`config.mk`:
```
export PLATFORM = sky130hd
export DESIGN_NAME = gpio_with_alarm_output
export DESIGN_NICKNAME = d
export VERILOG_FILES = /design/src/hdl/gpio_pkg.sv /design/src/hdl/gpio_pad_cell.sv /design/src/hdl/gpio_with_alarm_output.sv
export SDC_FILE = /design/constraint.sdc
export NUM_CORES = 1
export LEC_CHECK = 0
export ABC_AREA = 1
export BUFFER_PORTS_ARGS = -buffer_cell sky130_fd_sc_hd__buf_4
export CORE_MARGIN = 2
export CORE_UTILIZATION = 36
export DETAILED_ROUTE_END_ITERATION = 10
export HOLD_SLACK_MARGIN = 0.1
export PLACE_DENSITY = 0.52
export REMOVE_ABC_BUFFERS = 1
export SLEW_MARGIN = 20
export SYNTH_ARGS = -nofsm -noshare
export SYNTH_HDL_FRONTEND = slang
export SYNTH_SLANG_ARGS = --single-unit
```
`constraint.sdc`:
```
create_clock -name mclk -period 5.2 [get_ports mclk]
set_clock_uncertainty 0.15 [all_clocks]
set_input_delay 0.52 -clock mclk [delete_from_list [all_inputs] [get_ports mclk]]
set_output_delay 0.52 -clock mclk [all_outputs]
set_load 0.005 [all_outputs]
```
`src/hdl/gpio_pkg.sv`:
```
// Constants, mode codes and carrier types for the general purpose pad block.
// Assumes a 40 MHz system clock and a 32-bit classic Wishbone register bus.
package gpio_pkg;

  localparam int NUM_PADS_DEF = 10;
  localparam int ADR_W = 8;
  localparam int DAT_W = 32;

  // Register byte offsets
  localparam logic [7:0] OFS_MODE = 8'h00;
  localparam logic [7:0] OFS_OUT = 8'h04;
  localparam logic [7:0] OFS_IN = 8'h08;
  localparam logic [7:0] OFS_ALARM = 8'h0C;
  localparam logic [7:0] OFS_TONE = 8'h10;

  // Reset values
  localparam logic [31:0] MODE_RST = 32'h0000_0000;
  localparam logic [31:0] OUT_RST = 32'h0000_0000;
  localparam logic [31:0] TONE_RST = 32'h0000_0000;

  // Pads that carry an alternate function
  localparam int RF_PAD = 5;
  localparam int ALARM_PAD = 6;
  localparam int BUZZ_PAD = 7;

  // Field positions
  localparam int MODE_FLD_W = 2;
  localparam int ALARM_CLR_BIT = 0;
  localparam int ALARM_SET_BIT = 1;
  localparam int ALARM_STATE_BIT = 0;
  localparam int TONE_HALF_W = 16;
  localparam int TONE_EN_BIT = 31;

  // Buzzer time base: one tick per microsecond
  localparam int CLK_PERIOD_PS = 25000;
  localparam int TICK_NS = 1000;
  localparam int TICK_CYC = (TICK_NS * 1000 + CLK_PERIOD_PS - 1)
                            / CLK_PERIOD_PS;
  localparam int TICK_CNT_W = 6;

  typedef enum logic [1:0] {
    MODE_IN  = 2'b00,
    MODE_OUT = 2'b01,
    MODE_ALT = 2'b10
  } pad_mode_e;

  typedef struct packed {
    logic oe;
    logic out;
  } pad_drive_s;

endpackage

```
`src/hdl/gpio_pad_cell.sv`:
```
// One pad's output stage: picks user or function level and drive enable.
// Assumes mode has already been checked as legal for this pad.
`timescale 1ns/1ps
`default_nettype none
module gpio_pad_cell (
  input wire logic mclk,
  input wire logic rst_n,
  input wire gpio_pkg::pad_mode_e mode,
  input wire logic user_val,
  input wire logic func_val,
  output gpio_pkg::pad_drive_s drive
);

  wire gpio_pkg::pad_drive_s drive_nxt;

  // Output and function modes drive both levels actively
  assign drive_nxt.oe = (mode == gpio_pkg::MODE_OUT) ||
                        (mode == gpio_pkg::MODE_ALT);
  // Function logic, not the user value, steers an alternate pad
  assign drive_nxt.out = (mode == gpio_pkg::MODE_ALT) ? func_val :
                         (mode == gpio_pkg::MODE_OUT) ? user_val :
                         1'b0;

  always_ff @(posedge mclk or negedge rst_n) begin
    if (!rst_n) begin
      drive <= '0;
    end else begin
      drive <= drive_nxt;
    end
  end

endmodule
`default_nettype wire

```
`src/hdl/gpio_with_alarm_output.sv`:
```
// General purpose pad block with alarm, buzzer and RF monitor functions.
// Assumes pad inputs, alarm_start and the RF indicator are synchronous.
//
// Behaviour
// - Each pad takes one of three modes: input, output or alternate.
// - Input pads are only read and return the pad level sampled one cycle earlier.
// - Output pads are written or queried; written value sets driven level.
// - Alternate pads are driven by internal function logic, not user value.
// - Alternate functions: RF monitor, alarm, buzzer; others in or out only.
// - Output pads use push-pull drive, both levels actively driven.
// - Alarm pad rises when alarm starts, stays high until clear command.
// - Buzzer pad in alternate mode drives square waves for tones.
`timescale 1ns/1ps
`default_nettype none
module gpio_with_alarm_output #(
  parameter int NUM_PADS = gpio_pkg::NUM_PADS_DEF
) (
  input wire logic mclk,
  input wire logic rst_n,
  input wire logic wb_cyc_i,
  input wire logic wb_stb_i,
  input wire logic wb_we_i,
  input wire logic [gpio_pkg::ADR_W-1:0] wb_adr_i,
  input wire logic [gpio_pkg::DAT_W-1:0] wb_dat_i,
  input wire logic [3:0] wb_sel_i,
  output logic [gpio_pkg::DAT_W-1:0] wb_dat_o,
  output logic wb_ack_o,
  input wire logic [NUM_PADS-1:0] pad_in,
  output logic [NUM_PADS-1:0] pad_out,
  output logic [NUM_PADS-1:0] pad_oe,
  input wire logic rf_transmit_indicator,
  input wire logic alarm_start,
  output logic alarm_active
);

  localparam int MODE_W = NUM_PADS * gpio_pkg::MODE_FLD_W;

  // Reset synchroniser
  // Everything stays in reset for two edges after rst_n rises
  logic rst_meta_r;
  logic rst_sync_r;
  always_ff @(posedge mclk or negedge rst_n) begin
    if (!rst_n) begin
      rst_meta_r <= 1'b0;
      rst_sync_r <= 1'b0;
    end else begin
      rst_meta_r <= 1'b1;
      rst_sync_r <= rst_meta_r;
    end
  end
  wire rst_int_n = rst_sync_r;

  // Bus decode
  logic ack_r;
  logic [gpio_pkg::DAT_W-1:0] rdata_r;
  wire bus_req = wb_cyc_i && wb_stb_i && !ack_r;
  // Writes land at the edge where the master samples ack high
  wire bus_wr = wb_cyc_i && wb_stb_i && wb_we_i && ack_r;
  wire bus_rd = bus_req && !wb_we_i;
  wire sel_mode = (wb_adr_i == gpio_pkg::OFS_MODE);
  wire sel_out = (wb_adr_i == gpio_pkg::OFS_OUT);
  wire sel_in = (wb_adr_i == gpio_pkg::OFS_IN);
  wire sel_alarm = (wb_adr_i == gpio_pkg::OFS_ALARM);
  wire sel_tone = (wb_adr_i == gpio_pkg::OFS_TONE);
  wire [31:0] byte_mask = {{8{wb_sel_i[3]}}, {8{wb_sel_i[2]}},
                           {8{wb_sel_i[1]}}, {8{wb_sel_i[0]}}};

  // Registers
  logic [MODE_W-1:0] mode_r;
  logic [MODE_W-1:0] mode_nxt;
  logic [NUM_PADS-1:0] out_r;
  logic [NUM_PADS-1:0] in_r;
  logic [31:0] tone_r;
  logic alarm_r;

  wire [31:0] mode_word = 32'(mode_r);
  wire [31:0] mode_wdat = (wb_dat_i & byte_mask) | (mode_word & ~byte_mask);
  wire [31:0] out_word = 32'(out_r);
  wire [31:0] out_wdat = (wb_dat_i & byte_mask) | (out_word & ~byte_mask);
  wire [31:0] tone_wdat = (wb_dat_i & byte_mask) | (tone_r & ~byte_mask);
  wire mode_wr = bus_wr && sel_mode;
  wire out_wr = bus_wr && sel_out;
  wire tone_wr = bus_wr && sel_tone;

  // Per-pad mode legality and input masking
  logic [NUM_PADS-1:0] pad_is_in;
  logic [NUM_PADS-1:0] func_val;
  logic buzz_r;

  genvar gi;
  generate
    for (gi = 0; gi < NUM_PADS; gi = gi + 1) begin : g_pad
      localparam bit HAS_ALT = (gi == gpio_pkg::RF_PAD) ||
                               (gi == gpio_pkg::ALARM_PAD) ||
                               (gi == gpio_pkg::BUZZ_PAD);
      wire [1:0] req_mode = mode_wdat[gi*2 +: 2];
      wire [1:0] cur_mode = mode_r[gi*2 +: 2];
      // Only the three function pads accept the alternate code
      wire legal = (req_mode == gpio_pkg::MODE_IN) ||
                   (req_mode == gpio_pkg::MODE_OUT) ||
                   ((req_mode == gpio_pkg::MODE_ALT) && HAS_ALT);
      gpio_pkg::pad_drive_s drv;

      // An illegal field keeps its pad's mode; other fields still update
      assign mode_nxt[gi*2 +: 2] = (mode_wr && legal) ? req_mode : cur_mode;
      assign pad_is_in[gi] = (cur_mode == gpio_pkg::MODE_IN);

      if (gi == gpio_pkg::RF_PAD) begin : g_rf
        assign func_val[gi] = rf_transmit_indicator;
      end else if (gi == gpio_pkg::ALARM_PAD) begin : g_alarm
        assign func_val[gi] = alarm_r;
      end else if (gi == gpio_pkg::BUZZ_PAD) begin : g_buzz
        assign func_val[gi] = buzz_r;
      end else begin : g_none
        // Pads without a function see a constant low
        assign func_val[gi] = 1'b0;
      end

      // The pad cell adds one register stage to every source
      gpio_pad_cell u_cell (
        .mclk(mclk),
        .rst_n(rst_int_n),
        .mode(gpio_pkg::pad_mode_e'(cur_mode)),
        .user_val(out_r[gi]),
        .func_val(func_val[gi]),
        .drive(drv)
      );
      assign pad_out[gi] = drv.out;
      assign pad_oe[gi] = drv.oe;
    end
  endgenerate

  // Alarm: start beats a clear landing in the same cycle
  wire alarm_wr = bus_wr && sel_alarm && wb_sel_i[0];
  wire alarm_clr = alarm_wr && wb_dat_i[gpio_pkg::ALARM_CLR_BIT];
  wire alarm_sw_set = alarm_wr && wb_dat_i[gpio_pkg::ALARM_SET_BIT];
  wire alarm_set = alarm_start || alarm_sw_set;
  wire alarm_nxt = alarm_set ? 1'b1 : (alarm_clr ? 1'b0 : alarm_r);
  assign alarm_active = alarm_r;

  // Read multiplexer; unmapped addresses read zero
  wire [31:0] in_word = 32'(in_r & pad_is_in);
  wire [31:0] alarm_word = {31'h0000_0000, alarm_r};
  wire [31:0] rd_mux = sel_mode ? mode_word :
                       sel_out ? out_word :
                       sel_in ? in_word :
                       sel_alarm ? alarm_word :
                       sel_tone ? tone_r : 32'h0000_0000;

  // Read data is captured when taken and held until the next read
  always_ff @(posedge mclk or negedge rst_int_n) begin
    if (!rst_int_n) begin
      ack_r <= 1'b0;
      rdata_r <= 32'h0000_0000;
    end else begin
      ack_r <= bus_req;
      if (bus_rd) begin
        rdata_r <= rd_mux;
      end
    end
  end
  assign wb_ack_o = ack_r;
  assign wb_dat_o = rdata_r;

  always_ff @(posedge mclk or negedge rst_int_n) begin
    if (!rst_int_n) begin
      mode_r <= gpio_pkg::MODE_RST[MODE_W-1:0];
      out_r <= gpio_pkg::OUT_RST[NUM_PADS-1:0];
      tone_r <= gpio_pkg::TONE_RST;
      alarm_r <= 1'b0;
      in_r <= '0;
    end else begin
      mode_r <= mode_nxt;
      // Pads are sampled every cycle; IN reads the previous cycle
      in_r <= pad_in;
      alarm_r <= alarm_nxt;
      if (out_wr) begin
        out_r <= out_wdat[NUM_PADS-1:0];
      end
      if (tone_wr) begin
        tone_r <= tone_wdat;
      end
    end
  end

  // Buzzer square wave: microsecond tick, half period in ticks
  // A half period of zero behaves as one tick
  logic [gpio_pkg::TICK_CNT_W-1:0] tick_cnt_r;
  logic [gpio_pkg::TONE_HALF_W-1:0] half_cnt_r;
  localparam logic [gpio_pkg::TICK_CNT_W-1:0] TICK_LAST =
    gpio_pkg::TICK_CNT_W'(gpio_pkg::TICK_CYC - 1);
  wire tone_en = tone_r[gpio_pkg::TONE_EN_BIT];
  wire [gpio_pkg::TONE_HALF_W-1:0] half_set =
    tone_r[gpio_pkg::TONE_HALF_W-1:0];
  wire tick = (tick_cnt_r == TICK_LAST);
  wire half_done = (half_cnt_r + 16'h0001 >= half_set);

  always_ff @(posedge mclk or negedge rst_int_n) begin
    if (!rst_int_n) begin
      tick_cnt_r <= '0;
      half_cnt_r <= '0;
      buzz_r <= 1'b0;
    end else if (!tone_en) begin
      // Disabling parks the buzzer low and restarts its counters
      tick_cnt_r <= '0;
      half_cnt_r <= '0;
      buzz_r <= 1'b0;
    end else begin
      tick_cnt_r <= tick ? '0 : tick_cnt_r + 1'b1;
      if (tick) begin
        if (half_done) begin
          half_cnt_r <= '0;
          buzz_r <= !buzz_r;
        end else begin
          half_cnt_r <= half_cnt_r + 1'b1;
        end
      end
    end
  end

endmodule
`default_nettype wire
```
Word-level counts from Yosys, hierarchy flattened:

Index checks and enable logic that the tools add are counted.

* register bits: 151
* bits of input ports: 61
* output and inout bits: 54
* word-level logic and storage cells: 200

* $add $sub $neg: 2
* order comparisons: 1
* eq/ne operators: 40
* muxes and demuxes: 35
* bitwise gates (word level): 9
* reduce and logical (&&, ||, !) cells: 72

Operators by type and width (count)
* 32-bit 2-to-1 mux: 5
* 32-bit AND: 2
* 16-bit 2-to-1 mux: 3
* 2-bit by 1-bit equality test with 1-bit output, second input constant: 20
* 2-bit logical NOT: 20
* 32-bit inverter: 1
* 32-bit bitwise OR: 1
* 2-bit equality test, second input constant: 13
* 1-bit 2-to-1 mux: 25
* 1-bit logical OR: 24
* 1-bit logical AND: 22
* 10-bit AND: 2
* 20-bit AND: 1
* 20-bit bitwise OR: 1
* 16-bit by 1-bit adder with 16-bit output, second input constant: 1
* 8-bit by 4-bit equality test with 1-bit output, second input constant: 2
* 16-bit >= comparator: 1
* 6-bit 2-to-1 mux: 2
* 10-bit bitwise OR: 1
* 8-bit by 3-bit equality test with 1-bit output, second input constant: 1
* 8-bit by 5-bit equality test with 1-bit output, second input constant: 1
* 8-bit logical NOT: 1
* 6-bit by 1-bit adder with 6-bit output, second input constant: 1
* 6-bit equality test, second input constant: 1
* 4 further kinds: 7

Logic depth before layout (Yosys ltp):

Gate-level depths: netlist (run 1).

* depth after elaboration: 8
* depth in mapped cells: 17
* gate-level depth less buffers: 16

Hierarchy:

From an unflattened synthesis (run 1), not the netlist that was laid out.

* cells, all modules: 881
* area, all modules: 7524.7 µm²

Modules (own cells, without submodules)
* gpio_with_alarm_output: instances 1, cells each 771, area an instance 6423.7 µm², seq. area each 3278.1 µm²
* gpio_pad_cell: instances 10, cells each 11, area an instance 110.1 µm², seq. area each 50.0 µm²

Worst setup path before layout (run 1):

OpenSTA, ideal clock, no wires.

* kind: register to register
* from: register half_cnt_r[0] (netlist name)
* to: register half_cnt_r[10] (netlist name)
* library setup time: 0.066 ns
* arrival time: 2.434 ns
* data required time: 4.984 ns
* setup slack: 2.550 ns
* cell stages (with the launch flop): 16
* path buffers: 1
* clock period less this slack: 2.650 ns
* cells stage by stage: dfrtp_1 -> inv_1 -> nor2_1 -> nand3_1 -> nor2_1 -> nand2_1 -> xnor2_1 -> ha_1 -> a21oi_1 -> nand2_1 -> a21oi_1 -> nand3_1 -> nor2_1 -> buf_2 -> nand3_1 -> nand2_1

* cells in the longest elaborated chain, start to end: 5

RTL lines
* start: declaration: line gpio_with_alarm_output.sv:189 `logic [gpio_pkg::TONE_HALF_W-1:0] half_cnt_r;`
* start signal: assignment: line gpio_with_alarm_output.sv:215 `half_cnt_r <= half_cnt_r + 1'b1;`
* 16-bit by 1-bit adder with 16-bit output *: line gpio_with_alarm_output.sv:196, gpio_with_alarm_output.sv:215
* 16-bit >= comparator: line gpio_with_alarm_output.sv:196 `wire half_done = (half_cnt_r + 16'h0001 >= half_set);`
* 16-bit 2-to-1 mux *: line gpio_with_alarm_output.sv:211 `if (half_done) begin`
* 16-bit 2-to-1 mux *: line gpio_with_alarm_output.sv:210 `if (tick) begin`
* 16-bit 2-to-1 mux *: line gpio_with_alarm_output.sv:203 `end else if (!tone_en) begin`

Every way passes the cells marked *; elsewhere a longest branch is shown, timed or not. The select of a mux whose other input is x is not followed.
A chain may end at the register's enable or synchronous reset.

Worst setup path in the final report (run 1):

* from: register half_cnt_r[0] (netlist name)
* to: register half_cnt_r[15] (netlist name)

The elaborated chain is that of the path after synthesis.

==> results of run 1 <==
==> power by group through the flow <==
stage	sequential [mW]	clock (mW)	combinational, mW
2_1_floorplan	1.27	0	0.0647
3_3_place_gp	1.27	0	0.160
3_5_place_dp	1.27	0	0.162
4_1_cts	1.24	1.25	0.169
5_1_grt	1.25	1.30	0.189
6_report	1.24	1.22	0.166
==> cell type report <==
type | instances | area (um2) | share of cell area [%]
tap | 265 | 332 | 3.67
clock buffer | 19 | 443 | 4.90
multi-input combinational | 545 | 2950 | 32.6
timing repair buffer | 130 | 1000 | 11.1
inverter | 107 | 402 | 4.44
sequential | 151 | 3780 | 41.8
clock inverter | 13 | 134 | 1.48
==> cells in the final DEF, fill, tap and decap left out, drive strengths merged, types with 2 or more instances in the layout <==
master         n
buf          119
dfrtp        151
nor3          25
nand4          9
xor2           8
o211ai        13
o21ai         65
dlygate4sd3   11
a21boi         2
nand3         46
ha            48
nand2        191
a21oi         38
xnor2          6
clkbuf        19
nor2          82
clkinvlp       3
clkinv         4
nand3b         2
a31oi          5
inv          112
==> metal layers <==
layer / wire length (um) / share of wire, %
met3: 1160 / 6.2
met2: 8750 / 47
met4: 243 / 1.3
met5: 0 / 0
met1: 8620 / 46
==> cell families (layout without fill, tap and decap cells) <==
logic type,count (synthesis),in the layout
AO/OA/AOI/OAI,125,125
XOR/XNOR,14,14
adder cells (fa/ha/maj),48,48
buffers and inverters,127,269
flip-flops,151,151
other,1,1
AND/OR/NAND/NOR,357,357
==> worst min-delay path, cell delays in order <==
cell and delay, ps:
buf_4 80, nand2_1 30, o21ai_0 50
==> timing repair <==
item                      4_1_cts  5_1_grt
hold endpoints to repair       12        0
buffers inserted                0        0
hold buffers                   11        0
==> worst max-delay path by stage <==
stage | slack (ps) | end | startpoint | cells past startpoint
floorplan | 530 | asynchronous set/reset pin | rst_int_n | 0
global placement | 1790 | half_cnt_r[15] | half_cnt_r[0] | 16
detailed placement | 1770 | half_cnt_r[9] | half_cnt_r[0] | 14
CTS | 1770 | half_cnt_r[9] | half_cnt_r[0] | 14
global route | 1730 | half_cnt_r[9] | half_cnt_r[0] | 16
finish | 2060 | half_cnt_r[15] | half_cnt_r[0] | 16
==> per-stage QoR <==
step / instance area, um2 / total power [mW] / instances
6_report: 9040 / 2.63 / 1230
2_1_floorplan: 7120 / 1.33 / 803
5_1_grt: 9040 / 2.74 / 1230
3_5_place_dp: 8350 / 1.43 / 1187
4_1_cts: 9040 / 2.66 / 1230
3_3_place_gp: 8350 / 1.42 / 1187
==> impl_metrics.ini, run 1 <==
[global_route]
met1_usage_pct = 24.2
grt_use_met3_pct = 5.77
grt.met2_usage_pct = 29.7
grt_pass1_wl_mm = 30.5
busiest_layer = met2
grtUsageTotal_pct = 18.4
grt_pass1_vias = 5667
grt_overflow = 0
grt_max_degree = 58
antenna_found_initial = 0

[worst_hold_path]
hold_end = g_pad[5].u_cell.drive[0]
hp-class = primary input to flop
holdPathStages = 3
hp-start = rf_transmit_indicator

[critical_path]
reg2reg_slack_ps = 2060
worstPathMaxFanout = 16
critPathLaunchType = flop
cpPeakStageDelay_ps = 560
timing.rr.end = half_cnt_r[15]
path_cells = inv_1 > nor2_1 > nand3_1 > nor2_1 > nand2_1 > xnor2_1 > ha_1 > nand2_1 > nand2_1 > nand3_1 > nand2_1 > a21oi_1 > nand3_1 > nor2_2 > nand3_1 > nand2_1
timing.rr.start = half_cnt_r[0]
required_ps = 5410
crit_type = flop to flop
arrival_ps = 3350
critPathBufInv = 1
cpMostUsedCell = nand2_1
endpoint_kind = flop
critPathTopFamily = simple AND/OR/NAND/NOR gates
rr_worst_depth = 16
slowest_stage = nor2_2

[routing]
finalWirelength_mm = 18.8
ant_nets = 0
dr.first_iter.drc_count = 293
dr.pass1.iters = 4
drc = 0
vias_per_cell = 4.64
avgRoutedWirePerCell_um = 15.3
vias = 5704

[timing]
setup_viol = 0
fin_setup_tns_ps = 0
max_freq_ghz = 0.318
final_hold_viol_count = 0
final.period_utilization_pct = 60.4
finalMaxSlewViolations = 0
tightest_slew_ps = 1020
hold_ws_ps = 152
rsz0062_at_grt = false
slew_headroom_pct = 32.2
final.min_clock_period_ps = 3140
setup_slack_ps = 2060

[die]
die_x_um = 145
rows = 51
pin_count = 115
die_area_um2 = 21200
die_h_um = 145
core_area_um2 = 19500
start_util_pct = 36.9

[run]
drv_cap = 0

[synthesis]
avgSynthCellArea_um2 = 8.76
ys_ff_latch = 151
synth_common_cells = nand2_1, dfrtp_1, inv_1
synth.top_cell.area_share_pct = 52.4
muxShareOfSynthArea_pct = 0
synthXorXnorAreaFrac_pct = 1.70
synth_top_family_by_area = simple AND/OR/NAND/NOR gates
syn_area_um2 = 7210
yosysMostFrequentCell = nand2_1
ys_seq_area_share_pct = 52.4
synth-simple-area-share_pct = 21.4
synth_edf_count = 0
synth-async-reset-ratio_pct = 100
synthCells = 823
synth_compound_area_share_pct = 9.36
yosysWarnings = 0
synthTopCellsByArea = dfrtp_1, nand2_1, ha_1
yosys_most_used_dff = dfrtp_1
synth_cell_type_count = 32
synth_fa_ha_area_share_pct = 8.33
yosys.area.top_type = dfrtp_1

[cts]
cts_buffers = 17
cts_root_buf = clkbuf_16
postCtsResizedCells = 0
clock_sinks = 151
insertion_delay_ps = 430
cts_tree = yes
htree_levels = 4
path_clk_slew_ps = 60
clockBufferDepth = 2

[final_layout]
fillCellCount = 1947
synthToLayoutAreaGrowth_pct = 25.5
nNetsFinal = 1061
final_core_util_pct = 46.3
drive_gt1_share_pct = 17.3
diodes = 0

[place]
place_congestion = 0.791
pre_cts_ws_ps = 1770
hpwl_mm = 13.4
io_buffers = 114

[pwr]
combPwrFrac_pct = 6.3
power_density_nw_per_um2 = 291
clkPwrFrac_pct = 46.5
power_switching_uw = 659
seqPwrFrac_pct = 47.2
vdd_drop_max_mv = 0.198
p_leak_nw = 4.62
switching_share_pct = 25.0
p_int_mw = 1.97

[status]
outcome = finished, final reports clean
Power figures use the tool's default switching activity.
==> run 2, diff against run 1 <==
==> constraint.sdc (replaced) <==
create_clock -name mclk -period 3.22 [get_ports mclk]
set_clock_uncertainty 0.15 [all_clocks]
set_input_delay 0.322 -clock mclk [delete_from_list [all_inputs] [get_ports mclk]]
set_output_delay 0.322 -clock mclk [all_outputs]
set_load 0.005 [all_outputs]
==> run 2 against run 1 <==
Effect of this change:
- first-iteration DRC count is 16% higher
- critical path type unchanged
- sequential power increased by 62%
- hold slack worse by 3.6 ps
- largest power group unchanged
- critical endpoint is now half_cnt_r[3]
- highest routed layer unchanged
- non-clock buffer count is 54 higher
- largest cell class unchanged
- maximum frequency up 11%
==> impl_metrics.ini, run 2 (synthesis results as in run 1) <==
[place]
io_buffers = 114
hpwl_mm = 13.5
place_congestion = 0.823
place_area_um2 = 8430

[final_layout]
multiInputGateArea_um2 = 2950
synthToLayoutAreaGrowth_pct = 33.2
fillCellCount = 1933
final_area_um2 = 9600
diodes = 0
layout.cells.most_common_list = nand2_1, dfrtp_1, buf_4, inv_1, nor2_1
final_core_util_pct = 49.2
drive_gt1_share_pct = 17.3
final_common_cell = nand2_1
seqCellArea_um2 = 3780
nNetsFinal = 1115

[cts]
cts_tree = yes
htree_levels = 4
path_clk_slew_ps = 60
cts_root_buf = clkbuf_16
clockBufferDepth = 2
insertion_delay_ps = 430
cts_buffers = 17
clock_sinks = 151

[pwr]
p_int_mw = 3.29
clkPwrFrac_pct = 46.3
combPwrFrac_pct = 7.3
p_leak_nw = 4.85
power_density_nw_per_um2 = 450
seqPwrFrac_pct = 46.4
switching_share_pct = 24.0
power_switching_mw = 1.04
vdd_drop_max_mv = 0.364

[global_route]
grt_pass1_wl_mm = 30.6
grt_max_degree = 54
grtUsageTotal_pct = 18.3
grt_overflow = 0
antenna_found_initial = 0
grt_pass1_vias = 5815

[routing]
avgRoutedWirePerCell_um = 14.7
ant_nets = 0
dr.pass1.iters = 5
dr.first_iter.drc_count = 341
vias_per_cell = 4.61
drc = 0
vias = 5916
finalWirelength_mm = 18.9

[critical_path]
worstPathMaxFanout = 16
arrival_ps = 3050
critPathBufInv = 2
critPathLaunchType = flop
critPathTopFamily = simple AND/OR/NAND/NOR gates
slowest_stage = dfrtp_1
crit_type = flop to flop
path_cells = inv_1 > nor2_1 > nand3_1 > nor2_1 > nand2_1 > xnor2_1 > ha_1 > a21oi_1 > nand2_1 > a21oi_1 > nand3_1 > nor2_4 > buf_12 > nand3_1 > nand2_1
required_ps = 3430
cpPeakStageDelay_ps = 400
endpoint_kind = flop

[timing]
max_freq_ghz = 0.353
slew_headroom_pct = 53.6
final_hold_viol_count = 0
hold_ws_ps = 148
final.period_utilization_pct = 88.1
fin_setup_tns_ps = 0
setup_viol = 0
tightest_slew_ps = 696
final.min_clock_period_ps = 2840
finalMaxSlewViolations = 0
rsz0062_at_grt = false

[status]
outcome = finished, final reports clean

[die]
core_area_um2 = 19500
die_area_um2 = 21200
die_x_um = 145
rows = 51
pin_count = 115
die_h_um = 145
start_util_pct = 36.9

[run]
drv_cap = 0

[worst_hold_path]
hp-class = primary input to flop
==> run 2: stage by stage <==
step | power, mW | cells | setup slack (ps)
after CTS | 4.37 | 1283 | 38.6
after floorplan | 2.15 | 803 | -1450
after global routing | 4.50 | 1284 | 87.1
final | 4.33 | 1284 | 385
after global placement | 2.31 | 1195 | -182
after detailed placement | 2.31 | 1195 | -245
==> run 2: power groups by stage <==
stage | logic (mW) | registers [mW] | clock network [mW]
global route | 0.355 | 2.02 | 2.13
finish | 0.316 | 2.01 | 2.00
detailed placement | 0.264 | 2.04 | 0
CTS | 0.316 | 2.01 | 2.05
floorplan | 0.104 | 2.05 | 0
global placement | 0.262 | 2.04 | 0
==> run 2: timing repair <==
item / CTS / global route
setup buffers: 0 / 1
hold buffers: 56 / 0
endpoints found under the hold margin: 69 / 0
setup endpoints to repair: 16 / 16
pin swaps: 0 / 1
cloned: 0 / 0
resized for setup: 1 / 1
==> run 2: final timing paths <==
kind,cells past startpoint,start,endpoint,slack [ps]
worst min-delay path,4,wb_adr_i[4],alarm_active,150
min in group asynchronous,0,rst_int_n,wb_dat_o[18],240
worst max register to register,15,half_cnt_r[0],half_cnt_r[3],380
worst max-delay path,15,half_cnt_r[0],half_cnt_r[3],380
max in group asynchronous,1,rst_int_n,in_r[7],1880
worst min register to register,0,rst_meta_r,rst_int_n,200
==> run 2: cell type report <==
class / count / area share, %
Clock buffer: 19 / 4.61
Clock inverter: 13 / 1.51
Inverter: 107 / 4.18
Multi-Input combinational cell: 545 / 30.7
Sequential cell: 151 / 39.4
Tap cell: 265 / 3.45
Timing Repair Buffer: 184 / 16.1
==> run 2: worst min-delay path, stage by stage <==
cell	delay, ps
buf_4	100
nor3_2	60
nand4_1	100
o211ai_1	90
==> run 2: per-layer routing <==
layer  vias to the layer above  wire length (um)  GRT usage, %
met4                         0               164          3.97
met5                         -                 0             0
met3                        16               941          4.67
met2                       125              8850          30.0
li1                       3010                 -             -
met1                      2765              8930          24.7
